$ cat config.mk
export PLATFORM = sky130hd
export DESIGN_NAME = ccirs_ctrl
export DESIGN_NICKNAME = d
export VERILOG_FILES = /design/src/rtl/ccirs_cfg_mem.v /design/src/rtl/ccirs_ctrl.v
export VERILOG_INCLUDE_DIRS = /design/src /design/src/rtl
export SDC_FILE = /design/constraint.sdc
export NUM_CORES = 2
export LEC_CHECK = 0
export CORE_ASPECT_RATIO = 0.75
export CORE_MARGIN = 2
export CORE_UTILIZATION = 55
export CTS_CLUSTER_DIAMETER = 60
export DETAILED_ROUTE_END_ITERATION = 10
export DONT_BUFFER_PORTS = 1
export HOLD_SLACK_MARGIN = 0.15
export PLACE_DENSITY = 0.73
export SYNTH_ARGS = -nofsm -noshare
export SYNTH_HDL_FRONTEND = slang
export SYNTH_HIERARCHICAL = 1
export SYNTH_SLANG_ARGS = --single-unit
$ cat constraint.sdc
create_clock -name hclk -period 3.55 [get_ports hclk]
set_clock_uncertainty 0.15 [all_clocks]
set_input_delay 0.8875 -clock hclk [delete_from_list [all_inputs] [get_ports hclk]]
set_output_delay 0.8875 -clock hclk [all_outputs]
set_load 0.005 [all_outputs]
$ cat src/rtl/ccirs_map.vh
// Register map, field positions and timing constants of the init sequencer.
`ifndef CCIRS_MAP_VH
`define CCIRS_MAP_VH

// ==========================================================================
// Bus register offsets (byte addresses, low byte of haddr)
`define CCIRS_A_CTRL      8'h00
`define CCIRS_A_STATUS    8'h04
`define CCIRS_A_CFG_COUNT 8'h08
`define CCIRS_A_SYSREF    8'h0c
`define CCIRS_A_CHAN_ADDR 8'h10
`define CCIRS_A_CHAN_DATA 8'h14
`define CCIRS_A_TBL_IDX   8'h18
`define CCIRS_A_TBL_DATA  8'h1c
`define CCIRS_A_LAST_RD   8'h20

// ==========================================================================
// Command bits of the control register
`define CCIRS_C_INIT      0
`define CCIRS_C_PULSE     1
`define CCIRS_C_SHUTDOWN  2
`define CCIRS_C_RESYNC    3
`define CCIRS_C_RS_PULSE  4

// ==========================================================================
// Reset values
`define CCIRS_R_SYSREF    16'h0064
`define CCIRS_R_COUNT     7'h00

// ==========================================================================
// Serial frame: read flag, 15-bit device address, 8-bit data
`define CCIRS_FRAME_BITS  24
`define CCIRS_LAST_BIT    5'h17
`define CCIRS_PHASE_ADDR  15'h007d
`define CCIRS_PHASE_BIT   3'h2

// ==========================================================================
// Timing
`define CCIRS_VCO_WAIT_MS     10
`define CCIRS_SETTLE_PERIODS  32'h0000_0006
`define CCIRS_PULSE_PERIODS   32'h0000_0014
`define CCIRS_RST_HOLD_CYC    32'h0000_0010

`endif

$ cat src/rtl/ccirs_cfg_mem.v
// Configuration write list memory with registered read data.
`default_nettype none

module ccirs_cfg_mem #(
  parameter AW = 6,
  parameter DW = 23
) (
  // Clock
  input  wire          clk,
  // Write port
  input  wire          we,
  input  wire [AW-1:0] waddr,
  input  wire [DW-1:0] wdata,
  // Read port
  input  wire [AW-1:0] raddr,
  output reg  [DW-1:0] rdata
);

  reg [DW-1:0] mem [0:(1<<AW)-1];

  always @(posedge clk) begin
    if (we) begin
      mem[waddr] <= wdata;
    end
    rdata <= mem[raddr];
  end

endmodule // ccirs_cfg_mem

`default_nettype wire

$ cat src/rtl/ccirs_ctrl.v
// Host-side bring-up, SYSREF shutdown and resync sequencer for a clock chip.
`include "ccirs_map.vh"
`default_nettype none

// What this block does
// - Release device reset after supplies are stable.
// - Write vendor configuration updates after reset.
// - Program second loop range and dividers.
// - Program first loop timer, dividers, terminations.
// - Program SYSREF timer ratio and pulse mode.
// - Program every output channel's settings.
// - Wait 10 ms after second loop setup.
// - Require references and oscillator power first.
// - Toggle restart bit one then zero.
// - Poll second loop lock bit after restart.
// - Set reseed bit to align divider phases.
// - Wait six SYSREF periods after sync.
// - Confirm phase status bit equals one.
// - Wait for first loop lock, non-blocking.
// - Issue pulse request when slaves ready.
// - Silence slaves, then clear channel enables.
// - Resync sets channel and sync enables.
// - Reseed, then re-enable slave SYSREF sensitivity.
// - Pulse request twenty periods after reseed.
module ccirs_ctrl #(
  parameter        CLK_HZ        = 100000000,
  parameter        VCO_WAIT_CYC  = `CCIRS_VCO_WAIT_MS * (CLK_HZ / 1000),
  parameter        POLL_GAP_CYC  = 1000,
  parameter [7:0]  SPI_HALF      = 8'h04,
  parameter        TBL_AW        = 6,
  parameter [14:0] RESTART_ADDR  = 15'h0001,
  parameter [7:0]  RESTART_VAL   = 8'h01,
  parameter [14:0] RESEED_ADDR   = 15'h0002,
  parameter [7:0]  RESEED_VAL    = 8'h01,
  parameter [14:0] PULSE_ADDR    = 15'h0002,
  parameter [7:0]  PULSE_VAL     = 8'h02,
  parameter [14:0] PLL2_ST_ADDR  = 15'h0003,
  parameter [2:0]  PLL2_ST_BIT   = 3'h0,
  parameter [14:0] PLL1_ST_ADDR  = 15'h0004,
  parameter [2:0]  PLL1_ST_BIT   = 3'h0,
  parameter [7:0]  CHAN_EN_MASK  = 8'h01
) (
  // Clock and reset
  input  wire        hclk,
  input  wire        hresetn,
  // AHB-Lite slave
  input  wire        hsel,
  input  wire [31:0] haddr,
  input  wire [1:0]  htrans,
  input  wire        hwrite,
  input  wire [2:0]  hsize,
  input  wire [31:0] hwdata,
  input  wire        hready,
  output reg  [31:0] hrdata,
  output reg         hreadyout,
  output reg         hresp,
  // Device pins
  output reg         dev_reset,
  output reg         spi_sclk,
  output reg         spi_cs_n,
  output reg         spi_mosi,
  input  wire        spi_miso,
  // Board status and slave control
  input  wire        supply_ok,
  input  wire        ref_present,
  input  wire        vcxo_powered,
  output reg         slave_sysref_en
);

  // ========================================================================
  // States
  localparam [4:0] S_IDLE     = 5'h00;
  localparam [4:0] S_RST      = 5'h01;
  localparam [4:0] S_TBL_RD   = 5'h02;
  localparam [4:0] S_TBL_GO   = 5'h03;
  localparam [4:0] S_REF      = 5'h04;
  localparam [4:0] S_PLL2_RD  = 5'h05;
  localparam [4:0] S_PLL2_CHK = 5'h06;
  localparam [4:0] S_RESEED   = 5'h07;
  localparam [4:0] S_PH_RD    = 5'h08;
  localparam [4:0] S_PH_CHK   = 5'h09;
  localparam [4:0] S_PLL1_RD  = 5'h0a;
  localparam [4:0] S_PLL1_CHK = 5'h0b;
  localparam [4:0] S_PULSE    = 5'h0c;
  localparam [4:0] S_SHUT_CH  = 5'h0d;
  localparam [4:0] S_RS_CH    = 5'h0e;
  localparam [4:0] S_RS_SLV   = 5'h0f;
  localparam [4:0] S_SPI      = 5'h10;
  localparam [4:0] S_GAP      = 5'h11;
  localparam [4:0] S_WAIT     = 5'h12;
  localparam [4:0] S_SETTLE   = 5'h13;
  localparam [4:0] S_RESTART  = 5'h14;
  localparam [4:0] S_RS_SEED  = 5'h15;

  // ========================================================================
  // Input synchronisers: miso, supply, reference, oscillator power
  wire [3:0] raw_in = {vcxo_powered, ref_present, supply_ok, spi_miso};
  reg  [3:0] in_meta_reg;
  reg  [3:0] in_sync_reg;
  genvar gi;
  generate
    for (gi = 0; gi < 4; gi = gi + 1) begin : g_sync
      always @(posedge hclk or negedge hresetn) begin
        if (!hresetn) begin
          in_meta_reg[gi] <= 1'b0;
          in_sync_reg[gi] <= 1'b0;
        end else begin
          in_meta_reg[gi] <= raw_in[gi];
          in_sync_reg[gi] <= in_meta_reg[gi];
        end
      end
    end
  endgenerate
  wire miso_s = in_sync_reg[0];

  // ========================================================================
  // Software registers
  reg [4:0]        state_reg;
  reg [4:0]        ret_reg;
  reg [TBL_AW:0]   cfg_count_reg;
  reg [TBL_AW-1:0] tbl_wr_idx_reg;
  reg [TBL_AW:0]   tbl_rd_idx_reg;
  reg [15:0]       sysref_cyc_reg;
  reg [14:0]       chan_addr_reg;
  reg [7:0]        chan_data_reg;
  reg [7:0]        last_rd_reg;
  reg [4:0]        cmd_reg;
  reg              rs_pulse_reg;
  reg              pll2_lock_reg;
  reg              pll1_lock_reg;
  reg              phases_ok_reg;
  reg              wr_pend_reg;
  reg [7:0]        wr_addr_reg;

  wire        busy     = (state_reg != S_IDLE);
  wire        ahb_take = hsel & htrans[1] & hready;
  wire [22:0] tbl_q;

  reg [31:0] rd_mux;
  always @* begin
    rd_mux = 32'h0000_0000;
    if (haddr[7:0] == `CCIRS_A_STATUS) begin
      rd_mux = {22'h0, state_reg, pll1_lock_reg, phases_ok_reg,
                pll2_lock_reg, slave_sysref_en, busy};
    end else if (haddr[7:0] == `CCIRS_A_CFG_COUNT) begin
      rd_mux = {{(31-TBL_AW){1'b0}}, cfg_count_reg};
    end else if (haddr[7:0] == `CCIRS_A_SYSREF) begin
      rd_mux = {16'h0, sysref_cyc_reg};
    end else if (haddr[7:0] == `CCIRS_A_CHAN_ADDR) begin
      rd_mux = {17'h0, chan_addr_reg};
    end else if (haddr[7:0] == `CCIRS_A_CHAN_DATA) begin
      rd_mux = {24'h0, chan_data_reg};
    end else if (haddr[7:0] == `CCIRS_A_TBL_IDX) begin
      rd_mux = {{(32-TBL_AW){1'b0}}, tbl_wr_idx_reg};
    end else if (haddr[7:0] == `CCIRS_A_LAST_RD) begin
      rd_mux = {24'h0, last_rd_reg};
    end
  end

  // Zero-wait slave: reads answer from a register loaded at the address
  // phase, writes land at the data phase edge.
  wire tbl_we = wr_pend_reg && (wr_addr_reg == `CCIRS_A_TBL_DATA);
  always @(posedge hclk or negedge hresetn) begin
    if (!hresetn) begin
      hrdata         <= 32'h0000_0000;
      hreadyout      <= 1'b1;
      hresp          <= 1'b0;
      wr_pend_reg    <= 1'b0;
      wr_addr_reg    <= 8'h00;
      cmd_reg        <= 5'h00;
      cfg_count_reg  <= `CCIRS_R_COUNT;
      tbl_wr_idx_reg <= {TBL_AW{1'b0}};
      sysref_cyc_reg <= `CCIRS_R_SYSREF;
      chan_addr_reg  <= 15'h0000;
      chan_data_reg  <= 8'h00;
    end else begin
      hreadyout   <= 1'b1;
      hresp       <= 1'b0;
      cmd_reg     <= 5'h00;
      wr_pend_reg <= ahb_take & hwrite;
      if (ahb_take) begin
        wr_addr_reg <= haddr[7:0];
        if (!hwrite) begin
          hrdata <= rd_mux;
        end
      end
      if (wr_pend_reg) begin
        if (wr_addr_reg == `CCIRS_A_CTRL) begin
          cmd_reg <= hwdata[4:0];
        end else if (wr_addr_reg == `CCIRS_A_CFG_COUNT) begin
          cfg_count_reg <= hwdata[TBL_AW:0];
        end else if (wr_addr_reg == `CCIRS_A_SYSREF) begin
          sysref_cyc_reg <= hwdata[15:0];
        end else if (wr_addr_reg == `CCIRS_A_CHAN_ADDR) begin
          chan_addr_reg <= hwdata[14:0];
        end else if (wr_addr_reg == `CCIRS_A_CHAN_DATA) begin
          chan_data_reg <= hwdata[7:0];
        end else if (wr_addr_reg == `CCIRS_A_TBL_IDX) begin
          tbl_wr_idx_reg <= hwdata[TBL_AW-1:0];
        end else if (tbl_we) begin
          tbl_wr_idx_reg <= tbl_wr_idx_reg + 1'b1;
        end
      end
    end
  end

  ccirs_cfg_mem #(
    .AW (TBL_AW),
    .DW (23)
  ) u_tbl (
    .clk   (hclk),
    .we    (tbl_we),
    .waddr (tbl_wr_idx_reg),
    .wdata (hwdata[22:0]),
    .raddr (tbl_rd_idx_reg[TBL_AW-1:0]),
    .rdata (tbl_q)
  );

  // ========================================================================
  // Serial engine and sequencer
  reg [7:0]  div_reg;
  reg [4:0]  bit_reg;
  reg [23:0] sh_out_reg;
  reg [7:0]  sh_in_reg;
  reg [14:0] op_addr_reg;
  reg        clr_after_reg;
  reg [31:0] wait_reg;

  wire        tick    = (div_reg == SPI_HALF - 8'h01);
  wire [31:0] sr_wide = {16'h0000, sysref_cyc_reg};

  // One device access; with clr set, the same address is written with zero
  // afterwards so that request bits behave as one-then-zero toggles.
  task start_op;
    input        rd;
    input [14:0] addr;
    input [7:0]  data;
    input [4:0]  ret;
    input        clr;
    begin
      sh_out_reg    <= {rd, addr, data};
      spi_mosi      <= rd;
      spi_cs_n      <= 1'b0;
      spi_sclk      <= 1'b0;
      bit_reg       <= 5'h00;
      div_reg       <= 8'h00;
      op_addr_reg   <= addr;
      ret_reg       <= ret;
      clr_after_reg <= clr;
      state_reg     <= S_SPI;
    end
  endtask

  task start_wait;
    input [31:0] cyc;
    input [4:0]  ret;
    begin
      wait_reg  <= cyc;
      ret_reg   <= ret;
      state_reg <= S_WAIT;
    end
  endtask

  always @(posedge hclk or negedge hresetn) begin
    if (!hresetn) begin
      state_reg       <= S_IDLE;
      ret_reg         <= S_IDLE;
      dev_reset       <= 1'b1;
      spi_sclk        <= 1'b0;
      spi_cs_n        <= 1'b1;
      spi_mosi        <= 1'b0;
      slave_sysref_en <= 1'b0;
      div_reg         <= 8'h00;
      bit_reg         <= 5'h00;
      sh_out_reg      <= 24'h000000;
      sh_in_reg       <= 8'h00;
      op_addr_reg     <= 15'h0000;
      clr_after_reg   <= 1'b0;
      wait_reg        <= 32'h0000_0000;
      tbl_rd_idx_reg  <= {(TBL_AW+1){1'b0}};
      last_rd_reg     <= 8'h00;
      rs_pulse_reg    <= 1'b0;
      pll2_lock_reg   <= 1'b0;
      pll1_lock_reg   <= 1'b0;
      phases_ok_reg   <= 1'b0;
    end else begin
      div_reg <= tick ? 8'h00 : div_reg + 8'h01;
      case (state_reg)
        S_IDLE: begin
          if (cmd_reg[`CCIRS_C_INIT]) begin
            dev_reset       <= 1'b1;
            slave_sysref_en <= 1'b0;
            pll2_lock_reg   <= 1'b0;
            pll1_lock_reg   <= 1'b0;
            phases_ok_reg   <= 1'b0;
            tbl_rd_idx_reg  <= {(TBL_AW+1){1'b0}};
            start_wait(`CCIRS_RST_HOLD_CYC, S_RST);
          end else if (cmd_reg[`CCIRS_C_SHUTDOWN]) begin
            slave_sysref_en <= 1'b0;
            state_reg       <= S_SHUT_CH;
          end else if (cmd_reg[`CCIRS_C_RESYNC]) begin
            rs_pulse_reg <= cmd_reg[`CCIRS_C_RS_PULSE];
            state_reg    <= S_RS_CH;
          end else if (cmd_reg[`CCIRS_C_PULSE]) begin
            state_reg <= S_PULSE;
          end
        end
        S_RST: begin
          if (in_sync_reg[1]) begin
            dev_reset <= 1'b0;
            start_wait(`CCIRS_RST_HOLD_CYC, S_TBL_RD);
          end
        end
        S_TBL_RD: begin
          // Table holds updates, second loop, first loop, timer, channels.
          if (tbl_rd_idx_reg == cfg_count_reg) begin
            start_wait(VCO_WAIT_CYC, S_REF);
          end else begin
            state_reg <= S_TBL_GO;
          end
        end
        S_TBL_GO: begin
          tbl_rd_idx_reg <= tbl_rd_idx_reg + 1'b1;
          start_op(1'b0, tbl_q[22:8], tbl_q[7:0], S_TBL_RD,
                   1'b0);
        end
        S_REF: begin
          if (in_sync_reg[2] && in_sync_reg[3]) begin
            state_reg <= S_RESTART;
          end
        end
        S_RESTART: begin
          start_op(1'b0, RESTART_ADDR, RESTART_VAL, S_PLL2_RD,
                   1'b1);
        end
        S_PLL2_RD: begin
          start_op(1'b1, PLL2_ST_ADDR, 8'h00, S_PLL2_CHK, 1'b0);
        end
        S_PLL2_CHK: begin
          if (sh_in_reg[PLL2_ST_BIT]) begin
            pll2_lock_reg <= 1'b1;
            state_reg     <= S_RESEED;
          end else begin
            start_wait(POLL_GAP_CYC, S_PLL2_RD);
          end
        end
        S_RESEED: begin
          start_op(1'b0, RESEED_ADDR, RESEED_VAL, S_SETTLE,
                   1'b1);
        end
        S_SETTLE: begin
          start_wait(sr_wide * `CCIRS_SETTLE_PERIODS,
                     S_PH_RD);
        end
        S_PH_RD: begin
          start_op(1'b1, `CCIRS_PHASE_ADDR, 8'h00, S_PH_CHK,
                   1'b0);
        end
        S_PH_CHK: begin
          if (sh_in_reg[`CCIRS_PHASE_BIT]) begin
            phases_ok_reg   <= 1'b1;
            slave_sysref_en <= 1'b1;
            state_reg       <= S_PLL1_RD;
          end else begin
            start_wait(POLL_GAP_CYC, S_PH_RD);
          end
        end
        S_PLL1_RD: begin
          start_op(1'b1, PLL1_ST_ADDR, 8'h00, S_PLL1_CHK, 1'b0);
        end
        S_PLL1_CHK: begin
          // Slaves may already be brought up while this poll runs.
          if (sh_in_reg[PLL1_ST_BIT]) begin
            pll1_lock_reg <= 1'b1;
            state_reg     <= S_IDLE;
          end else begin
            start_wait(POLL_GAP_CYC, S_PLL1_RD);
          end
        end
        S_PULSE: begin
          start_op(1'b0, PULSE_ADDR, PULSE_VAL, S_IDLE,
                   1'b1);
        end
        S_SHUT_CH: begin
          start_op(1'b0, chan_addr_reg, chan_data_reg & ~CHAN_EN_MASK,
                   S_IDLE, 1'b0);
        end
        S_RS_CH: begin
          // Channel data carries the enable and sync enable bits.
          start_op(1'b0, chan_addr_reg, chan_data_reg, S_RS_SEED,
                   1'b0);
        end
        S_RS_SEED: begin
          // Reseed before slaves listen again, so they see an aligned edge.
          start_op(1'b0, RESEED_ADDR, RESEED_VAL, S_RS_SLV,
                   1'b1);
        end
        S_RS_SLV: begin
          slave_sysref_en <= 1'b1;
          state_reg       <= S_IDLE;
          if (rs_pulse_reg) begin
            start_wait(sr_wide * `CCIRS_PULSE_PERIODS,
                       S_PULSE);
          end
        end
        S_SPI: begin
          // Shift on falling edges, sample miso just before each fall.
          if (tick) begin
            if (!spi_sclk) begin
              spi_sclk <= 1'b1;
            end else begin
              spi_sclk   <= 1'b0;
              sh_in_reg  <= {sh_in_reg[6:0], miso_s};
              sh_out_reg <= {sh_out_reg[22:0], 1'b0};
              spi_mosi   <= sh_out_reg[22];
              bit_reg    <= bit_reg + 5'h01;
              if (bit_reg == `CCIRS_LAST_BIT) begin
                spi_cs_n  <= 1'b1;
                state_reg <= S_GAP;
              end
            end
          end
        end
        S_GAP: begin
          last_rd_reg <= sh_in_reg;
          if (tick) begin
            if (clr_after_reg) begin
              start_op(1'b0, op_addr_reg, 8'h00, ret_reg, 1'b0);
            end else begin
              state_reg <= ret_reg;
            end
          end
        end
        S_WAIT: begin
          if (wait_reg <= 32'h0000_0001) begin
            state_reg <= ret_reg;
          end else begin
            wait_reg <= wait_reg - 32'h0000_0001;
          end
        end
        default: begin
          state_reg <= S_IDLE;
        end
      endcase
    end
  end

endmodule // ccirs_ctrl

`default_nettype wire

# Yosys cells after proc, flatten, opt, wreduce, memory -nomap -nowiden
# Memories as Yosys holds them, arrays and structs flattened. A register that Yosys moved wholly into a read port is not among the register bits.
# Index checks and enable logic that the tools add are counted.
[totals] ff_bits=232 inputBits=78 n_memories=1 mem_bits_rw=1472
[classes] n_reduce_logical=52 mul=2 add_sub_neg=5 eq_ne=58 mux=90 bitwise=11 order_cmp=1
[mem_list] memory="u_tbl.mem" words=64 width=23 read_ports=1 rd_clocked_by_memory_dff=1 write_ports=1 line_no="ccirs_cfg_mem.v:19" source="reg [DW-1:0] mem [0:(1<<AW)-1];"
[op_table] operator="case mux 32 bit (8 select lines)" n=1
[op_table] operator="case mux 23 bit (11 select lines)" n=1
[op_table] operator="2-to-1 mux 32 bit" n=7
[op_table] operator="2-to-1 mux 5 bit" n=30
[op_table] operator="case mux 15 bit (7 select lines)" n=1
[op_table] operator="2-to-1 mux 23 bit" n=4
[op_table] operator="case mux 5 bit (17 select lines)" n=1
[op_table] operator="case mux 5 bit (13 select lines)" n=1
[op_table] operator="equality test 8 x 5 -> 1 bit (second input constant)" n=7
[op_table] operator="2-to-1 mux 16 bit" n=3
[op_table] operator="2-to-1 mux 8 bit" n=6
[op_table] operator="equality test 5 x 4 -> 1 bit (second input constant)" n=8
[op_table] operator="inequality test 2 bit (second input constant)" n=19
[op_table] operator="equality test 5 bit (second input constant)" n=7
[op_table] operator="equality test 8 x 4 -> 1 bit (second input constant)" n=4
[op_table] operator="<= comparator 32 x 1 -> 1 bit (second input constant)" n=1
[op_table] operator="subtractor 32 x 1 -> 32 bit (second input constant)" n=1
[op_table] operator="AND reduction 8 bit" n=3
[op_table] operator="AND reduction 3 bit" n=7
[op_table] operator="equality test 5 x 3 -> 1 bit (second input constant)" n=4
[op_table] operator="AND reduction 5 bit" n=4
[op_table] operator="multiplier 16 x 3 -> 19 bit (second input constant)" n=1
[op_table] operator="2-to-1 mux 1 bit" n=19
[op_table] operator="multiplier 16 x 2 -> 18 bit (second input constant)" n=1
[op_table] operator="other kinds (44)" n=78

# Longest topological paths before layout
[logic_depth] word_depth=8 depth_mapped=11 mapped_depth_nobuf=11

# By module
# Netlist, hierarchy kept.
[by_module_without_submodules] mod="ccirs_cfg_mem" cells_per_inst=2458 area_per_inst_um2=56581.8 n_inst=1
[by_module_without_submodules] mod="ccirs_ctrl" cells_per_inst=1369 area_per_inst_um2=12881.1 n_inst=1

# Worst setup path before layout
# Ideal clock, no wire load.
[synth_timing] path_type="register to register" startpoint="register wr_addr_reg[1]" endpoint="memory u_tbl.mem[27][0], enable pin" path_slack_ns=-0.050 arrival_time_ns=3.047 path_stages_with_launch=11 t_required_ns=2.997 path_cell_list="dfrtp_1 > nor2_1 > nand2_1 > nor3_1 > clkbuf_1 > and2_1 > clkbuf_1 > inv_1 > or2_2 > clkbuf_1 > nor2_1"
[synth_between] elab_chain_len=4
[synth_lines] item="start, declared" line_no="ccirs_ctrl.v:133" source="reg [7:0] wr_addr_reg;"
[synth_lines] item="start signal, assigned" line_no="ccirs_ctrl.v:182" source="wr_addr_reg <= haddr[7:0];"
[synth_lines] item="equality test 8 x 5 -> 1 bit (no line)"
[synth_lines] item="logical AND 1 bit" line_no="ccirs_ctrl.v:162" source="wire tbl_we = wr_pend_reg && (wr_addr_reg == `CCIRS_A_TBL_DATA);"
[synth_lines] item="named net tbl_we" line_no="ccirs_ctrl.v:162"
[synth_lines] item="2-to-1 mux 1 bit" line_no="ccirs_cfg_mem.v:22" source="if (we) begin"
[synth_lines] item="2-to-1 mux 1 bit (implied by the code)" line_no="ccirs_cfg_mem.v:23" source="mem[waddr] <= wdata;"
[synth_lines] item="end, declared" line_no="ccirs_cfg_mem.v:19"
# The timed path passes the listed nets, and every way through them passes these cells.

# Worst setup path in the final report
[layout_timing] startpoint="register tbl_rd_idx_reg[0]" endpoint="register wait_reg[27]"
[layout_between] elab_chain_len=3
[layout_lines] item="start, declared" line_no="ccirs_ctrl.v:122" source="reg [TBL_AW:0] tbl_rd_idx_reg;"
[layout_lines] item="start signal, assigned" line_no="ccirs_ctrl.v:280" source="tbl_rd_idx_reg <= {(TBL_AW+1){1'b0}};"
[layout_lines] item="start signal, assigned" line_no="ccirs_ctrl.v:296" source="tbl_rd_idx_reg <= {(TBL_AW+1){1'b0}};"
[layout_lines] item="start signal, assigned" line_no="ccirs_ctrl.v:323" source="tbl_rd_idx_reg <= tbl_rd_idx_reg + 1'b1;"
[layout_lines] item="equality test 7 bit" line_no="ccirs_ctrl.v:316" source="if (tbl_rd_idx_reg == cfg_count_reg) begin"
[layout_lines] item="inequality test 2 bit (no line)"
[layout_lines] item="AND reduction 8 bit (no line)"
[layout_lines] item="end signal, assigned" line_no="ccirs_ctrl.v:438" source="wait_reg <= wait_reg - 32'h0000_0001;"
[layout_lines] item="end, declared" line_no="ccirs_ctrl.v:227" source="reg [31:0] wait_reg;"
# Every way passes these cells.
# A chain may end at the register's enable or synchronous reset.

==> impl_results.md <==
* Status: finished with violations
* Failing checks: negative hold slack
* Vias per std cell at 6.59
* Largest net degree at the start of global routing at 217
* GRT overflow at 0
* DRT Pass-1 Iters at 8
* NumNets Final at approximately 4200
* CP max FO at 9
* PortBufs at 0
* Crit start category: flop
* Register area share after synthesis at 0.721
* Die height at 312 µm
* Synth unique cells at 91
* Worst path cell trace: xnor2_1, nand4_1, o41ai_1, o2111a_1, nand4_2, o311ai_0, o41ai_1
* Post-Layout Cell Count at 5822
* Most instantiated library cell after synthesis: edfxtp_1
* Die Area at 129000 µm²
* Top post-synthesis cells by area: edfxtp_1 64%, mux4_2 12%, dfrtp_1 7.6%
* Synth top area share at 0.636
* Clk Latency, worst-skew pair at 0.80 ns
* Placed inst area at just over 70000 µm²
* Fmax at 296 MHz
* Hold Vio Cnt, Final at 212
* Endpoints failing setup at 0
* DRT iter0 DRCs at 6107
* Row count at 112
* Die width at 414 µm
* Tcrit/Tclk final at 0.953
* Placed cells at 5485
* Least-Margin Pin Slew at 1.16 ns
* CP arrival at 3.86 ns
* Worst EP required at 4.03 ns
* Worst r2r src: tbl_rd_idx_reg[0]$_DFFE_PN0P_
* Layout Utilization at 0.626
* CTS root buffer: clkbuf_16
* CORE AREA at between 100000 and 150000 µm²
* Worst hold path class: primary input to async pin
* Worst-case clock buffer depth at 3
* First-pass GRT wire length at 262000 µm
* CP peak stage delay at approximately 0.75 ns
* Post_cts resized at 0
* Yosys warnings at 6
* DR vias at 38400
* Setup CP Type: flop to flop
* Synthesized area at 69500 µm²
* Post-synth top flop: edfxtp_1
* Wire per inst at 30.7 µm
* Worst setup EP type: flop
* # H-tree levels at 4
* Reg-to-reg endpoint: wait_reg[27]$_DFFE_PN0P_
* Share of cells above drive strength 1 at 0.253
* Leading area contributor after synthesis: edfxtp_1
* Max FFs per register at 1472
* Total power draw at approximately 50 mW
* Slew Viols, Final at 0
* WHS at -0.334 ns
* RSZ-0062 raised after global routing: false
* GP Congestion at 0.953
* CP max stage cell: o41ai_1
* Post-synth top cells: 1472 x edfxtp_1, 367 x mux4_2, 232 x nor2_1
* Starting Density at 0.556
* P&R area growth vs syn at 12.6%
* Cell area after layout at 78200 µm²
* Post-DP HPWL at 102000 µm
* Num CTS Buffers at 155
* #FFs+latches synth at ~1700
* Average size of a mapped cell at 18.2 µm²
* Power Dens Cells at 643 nW/µm²
* Post-synth EDFFs at 1472
* CTS tree: built
* Peak supply drop at 624 µV
* Async set-reset flop share out of synthesis at 0.126
* Reg clk slew, reported paths at around 0.06 ns
* Post-Syn Instances at 3827
* Routed Antenna Nets at 0
* Crit path time final at 3.38 ns
* R2R setup slack at between 0.15 and 0.2 ns
* Final WL at 179000 µm
* Initial antenna violation count at 13
* Residual DRC at 0
* Vias in the first global route at 37900
* Sink Count at 1711
* Most frequent CP cell: o41ai_1
* MaxCap Viol Count at 0
* R2R cell count at 7
* Leak at roughly 26 nW
* # IOs at 117
* Max_slew headroom at 0.228
* GRT Total Usage at 0.280
* Hold-fix buffers at CTS at 41
==> kinds of logic (layout without fill, tap and decap cells) <==
| logic type | after synthesis | after routing | share of synthesized area |
|---|---|---|---|
| adders and majority gates | 53 | 53 | 0.00973 |
| AOI/OAI and AO/OA | 548 | 548 | 0.0519 |
| buffers and inverters | 253 | 572 | 0.0186 |
| and+or+nand+nor | 683 | 683 | 0.0485 |
| DFF | 1711 | 1711 | 0.721 |
| other | 2 | 25 | 0.000108 |
| muxes | 529 | 529 | 0.144 |
| xor gates and xnor gates | 48 | 48 | 0.00605 |
==> timing repair <==
item	CTS	global route
hold endpoints to repair	1745	216
setup endpoints to repair	0	0
buffers inserted	0	0
==> cell usage in the layout (no fill, tap or decap), types with 13 or more instances in the layout <==
master / netlist / final
edfxtp_1: 1472 / 1472
mux4_2: 367 / 367
dfrtp_1: 211 / 207
buf_4: 35 / 197
nor2_1: 232 / 166
clkbuf_16: 0 / 158
a21oi_1: 142 / 142
nand2_1: 137 / 137
mux2_2: 108 / 108
o21ai_0: 105 / 105
nand3_1: 87 / 87
a22oi_1: 69 / 69
nor2_2: 1 / 66
o22ai_1: 57 / 57
mux2i_1: 54 / 54
ha_1: 50 / 50
clkbuf_1: 121 / 34
clkinv_2: 0 / 34
inv_1: 33 / 33
nor3_1: 30 / 28
xnor2_1: 28 / 28
clkinv_1: 0 / 27
a31oi_1: 24 / 24
buf_16: 0 / 23
dfxtp_1: 23 / 23
a222oi_1: 21 / 21
o221ai_1: 21 / 21
and3_1: 20 / 20
xor2_1: 20 / 20
nand2b_1: 19 / 19
conb_1: 2 / 18
dlygate4sd3_1: 0 / 18
or3_1: 17 / 17
and4_1: 17 / 17
a221oi_1: 16 / 16
nand3b_1: 15 / 15
or2_2: 14 / 14
nor2b_1: 16 / 14
and2_1: 12 / 13
a21o_1: 13 / 13
==> per-stage QoR <==
step | hold slack [ns] | setup TNS [ns] | setup slack, ns
after global routing | -0.355 | 0 | 0.0553
after detailed placement | 0.186 | 0 | 0.340
final | -0.334 | 0 | 0.168
after global placement | 0.183 | 0 | 0.443
after floorplan | 0.181 | -12.55 | -0.0503
after CTS | -0.390 | 0 | 0.285
==> worst max-delay path, delay by kind of cell, from the launching register on <==
| kind | cells | cell delay (ns) |
|---|---|---|
| AOI/OAI and AO/OA | 4 | 1.82 |
| xor gates and xnor gates | 1 | 0.20 |
| DFF | 1 | 0.57 |
| and+or+nand+nor | 2 | 0.49 |
==> worst max-delay path by stage <==
stage | endpoint | from | slack [ns]
global route | wait_reg[29]$_DFFE_PN0P_ | tbl_rd_idx_reg[0]$_DFFE_PN0P_ | 0.06
detailed placement | wait_reg[27]$_DFFE_PN0P_ | tbl_rd_idx_reg[0]$_DFFE_PN0P_ | 0.34
CTS | wait_reg[27]$_DFFE_PN0P_ | tbl_rd_idx_reg[0]$_DFFE_PN0P_ | 0.29
finish | wait_reg[27]$_DFFE_PN0P_ | tbl_rd_idx_reg[0]$_DFFE_PN0P_ | 0.17
floorplan | u_tbl/mem[27][0]$_DFFE_PP_ | wr_addr_reg[1]$_DFFE_PN0P_ | -0.05
global placement | wait_reg[18]$_DFFE_PN0P_ | sysref_cyc_reg[0]$_DFFE_PN0P_ | 0.44
==> layout make-up <==
type	count	area, µm²
Sequential cell	1711	50100
Fill cell	8397	46600
Multi-Input combinational cell	1879	18400
Clock buffer	202	4220
Timing Repair Buffer	250	2530
Tap cell	1653	2070
Clock inverter	87	802
Inverter	33	124
Antenna cell	7	17.5
==> power by group <==
group          total, mW  internal (mW)  switching (mW)
clock               16.6           9.19            7.44
combinational       10.5           4.65            5.87
sequential          23.1           22.5           0.666
==> layer usage <==
layer | vias up | part of all wire | wire length, µm | track usage
met3 | 344 | 0.12 | 20700 | 0.0642
met4 | 8 | 0.040 | 7130 | 0.107
met1 | 19800 | 0.40 | 71000 | 0.413
met5 | - | 0.00035 | 62 | 0
li1 | 16000 | - | - | -
met2 | 2236 | 0.45 | 80100 | 0.410
No activity file was read; power rests on OpenSTA's default activity.
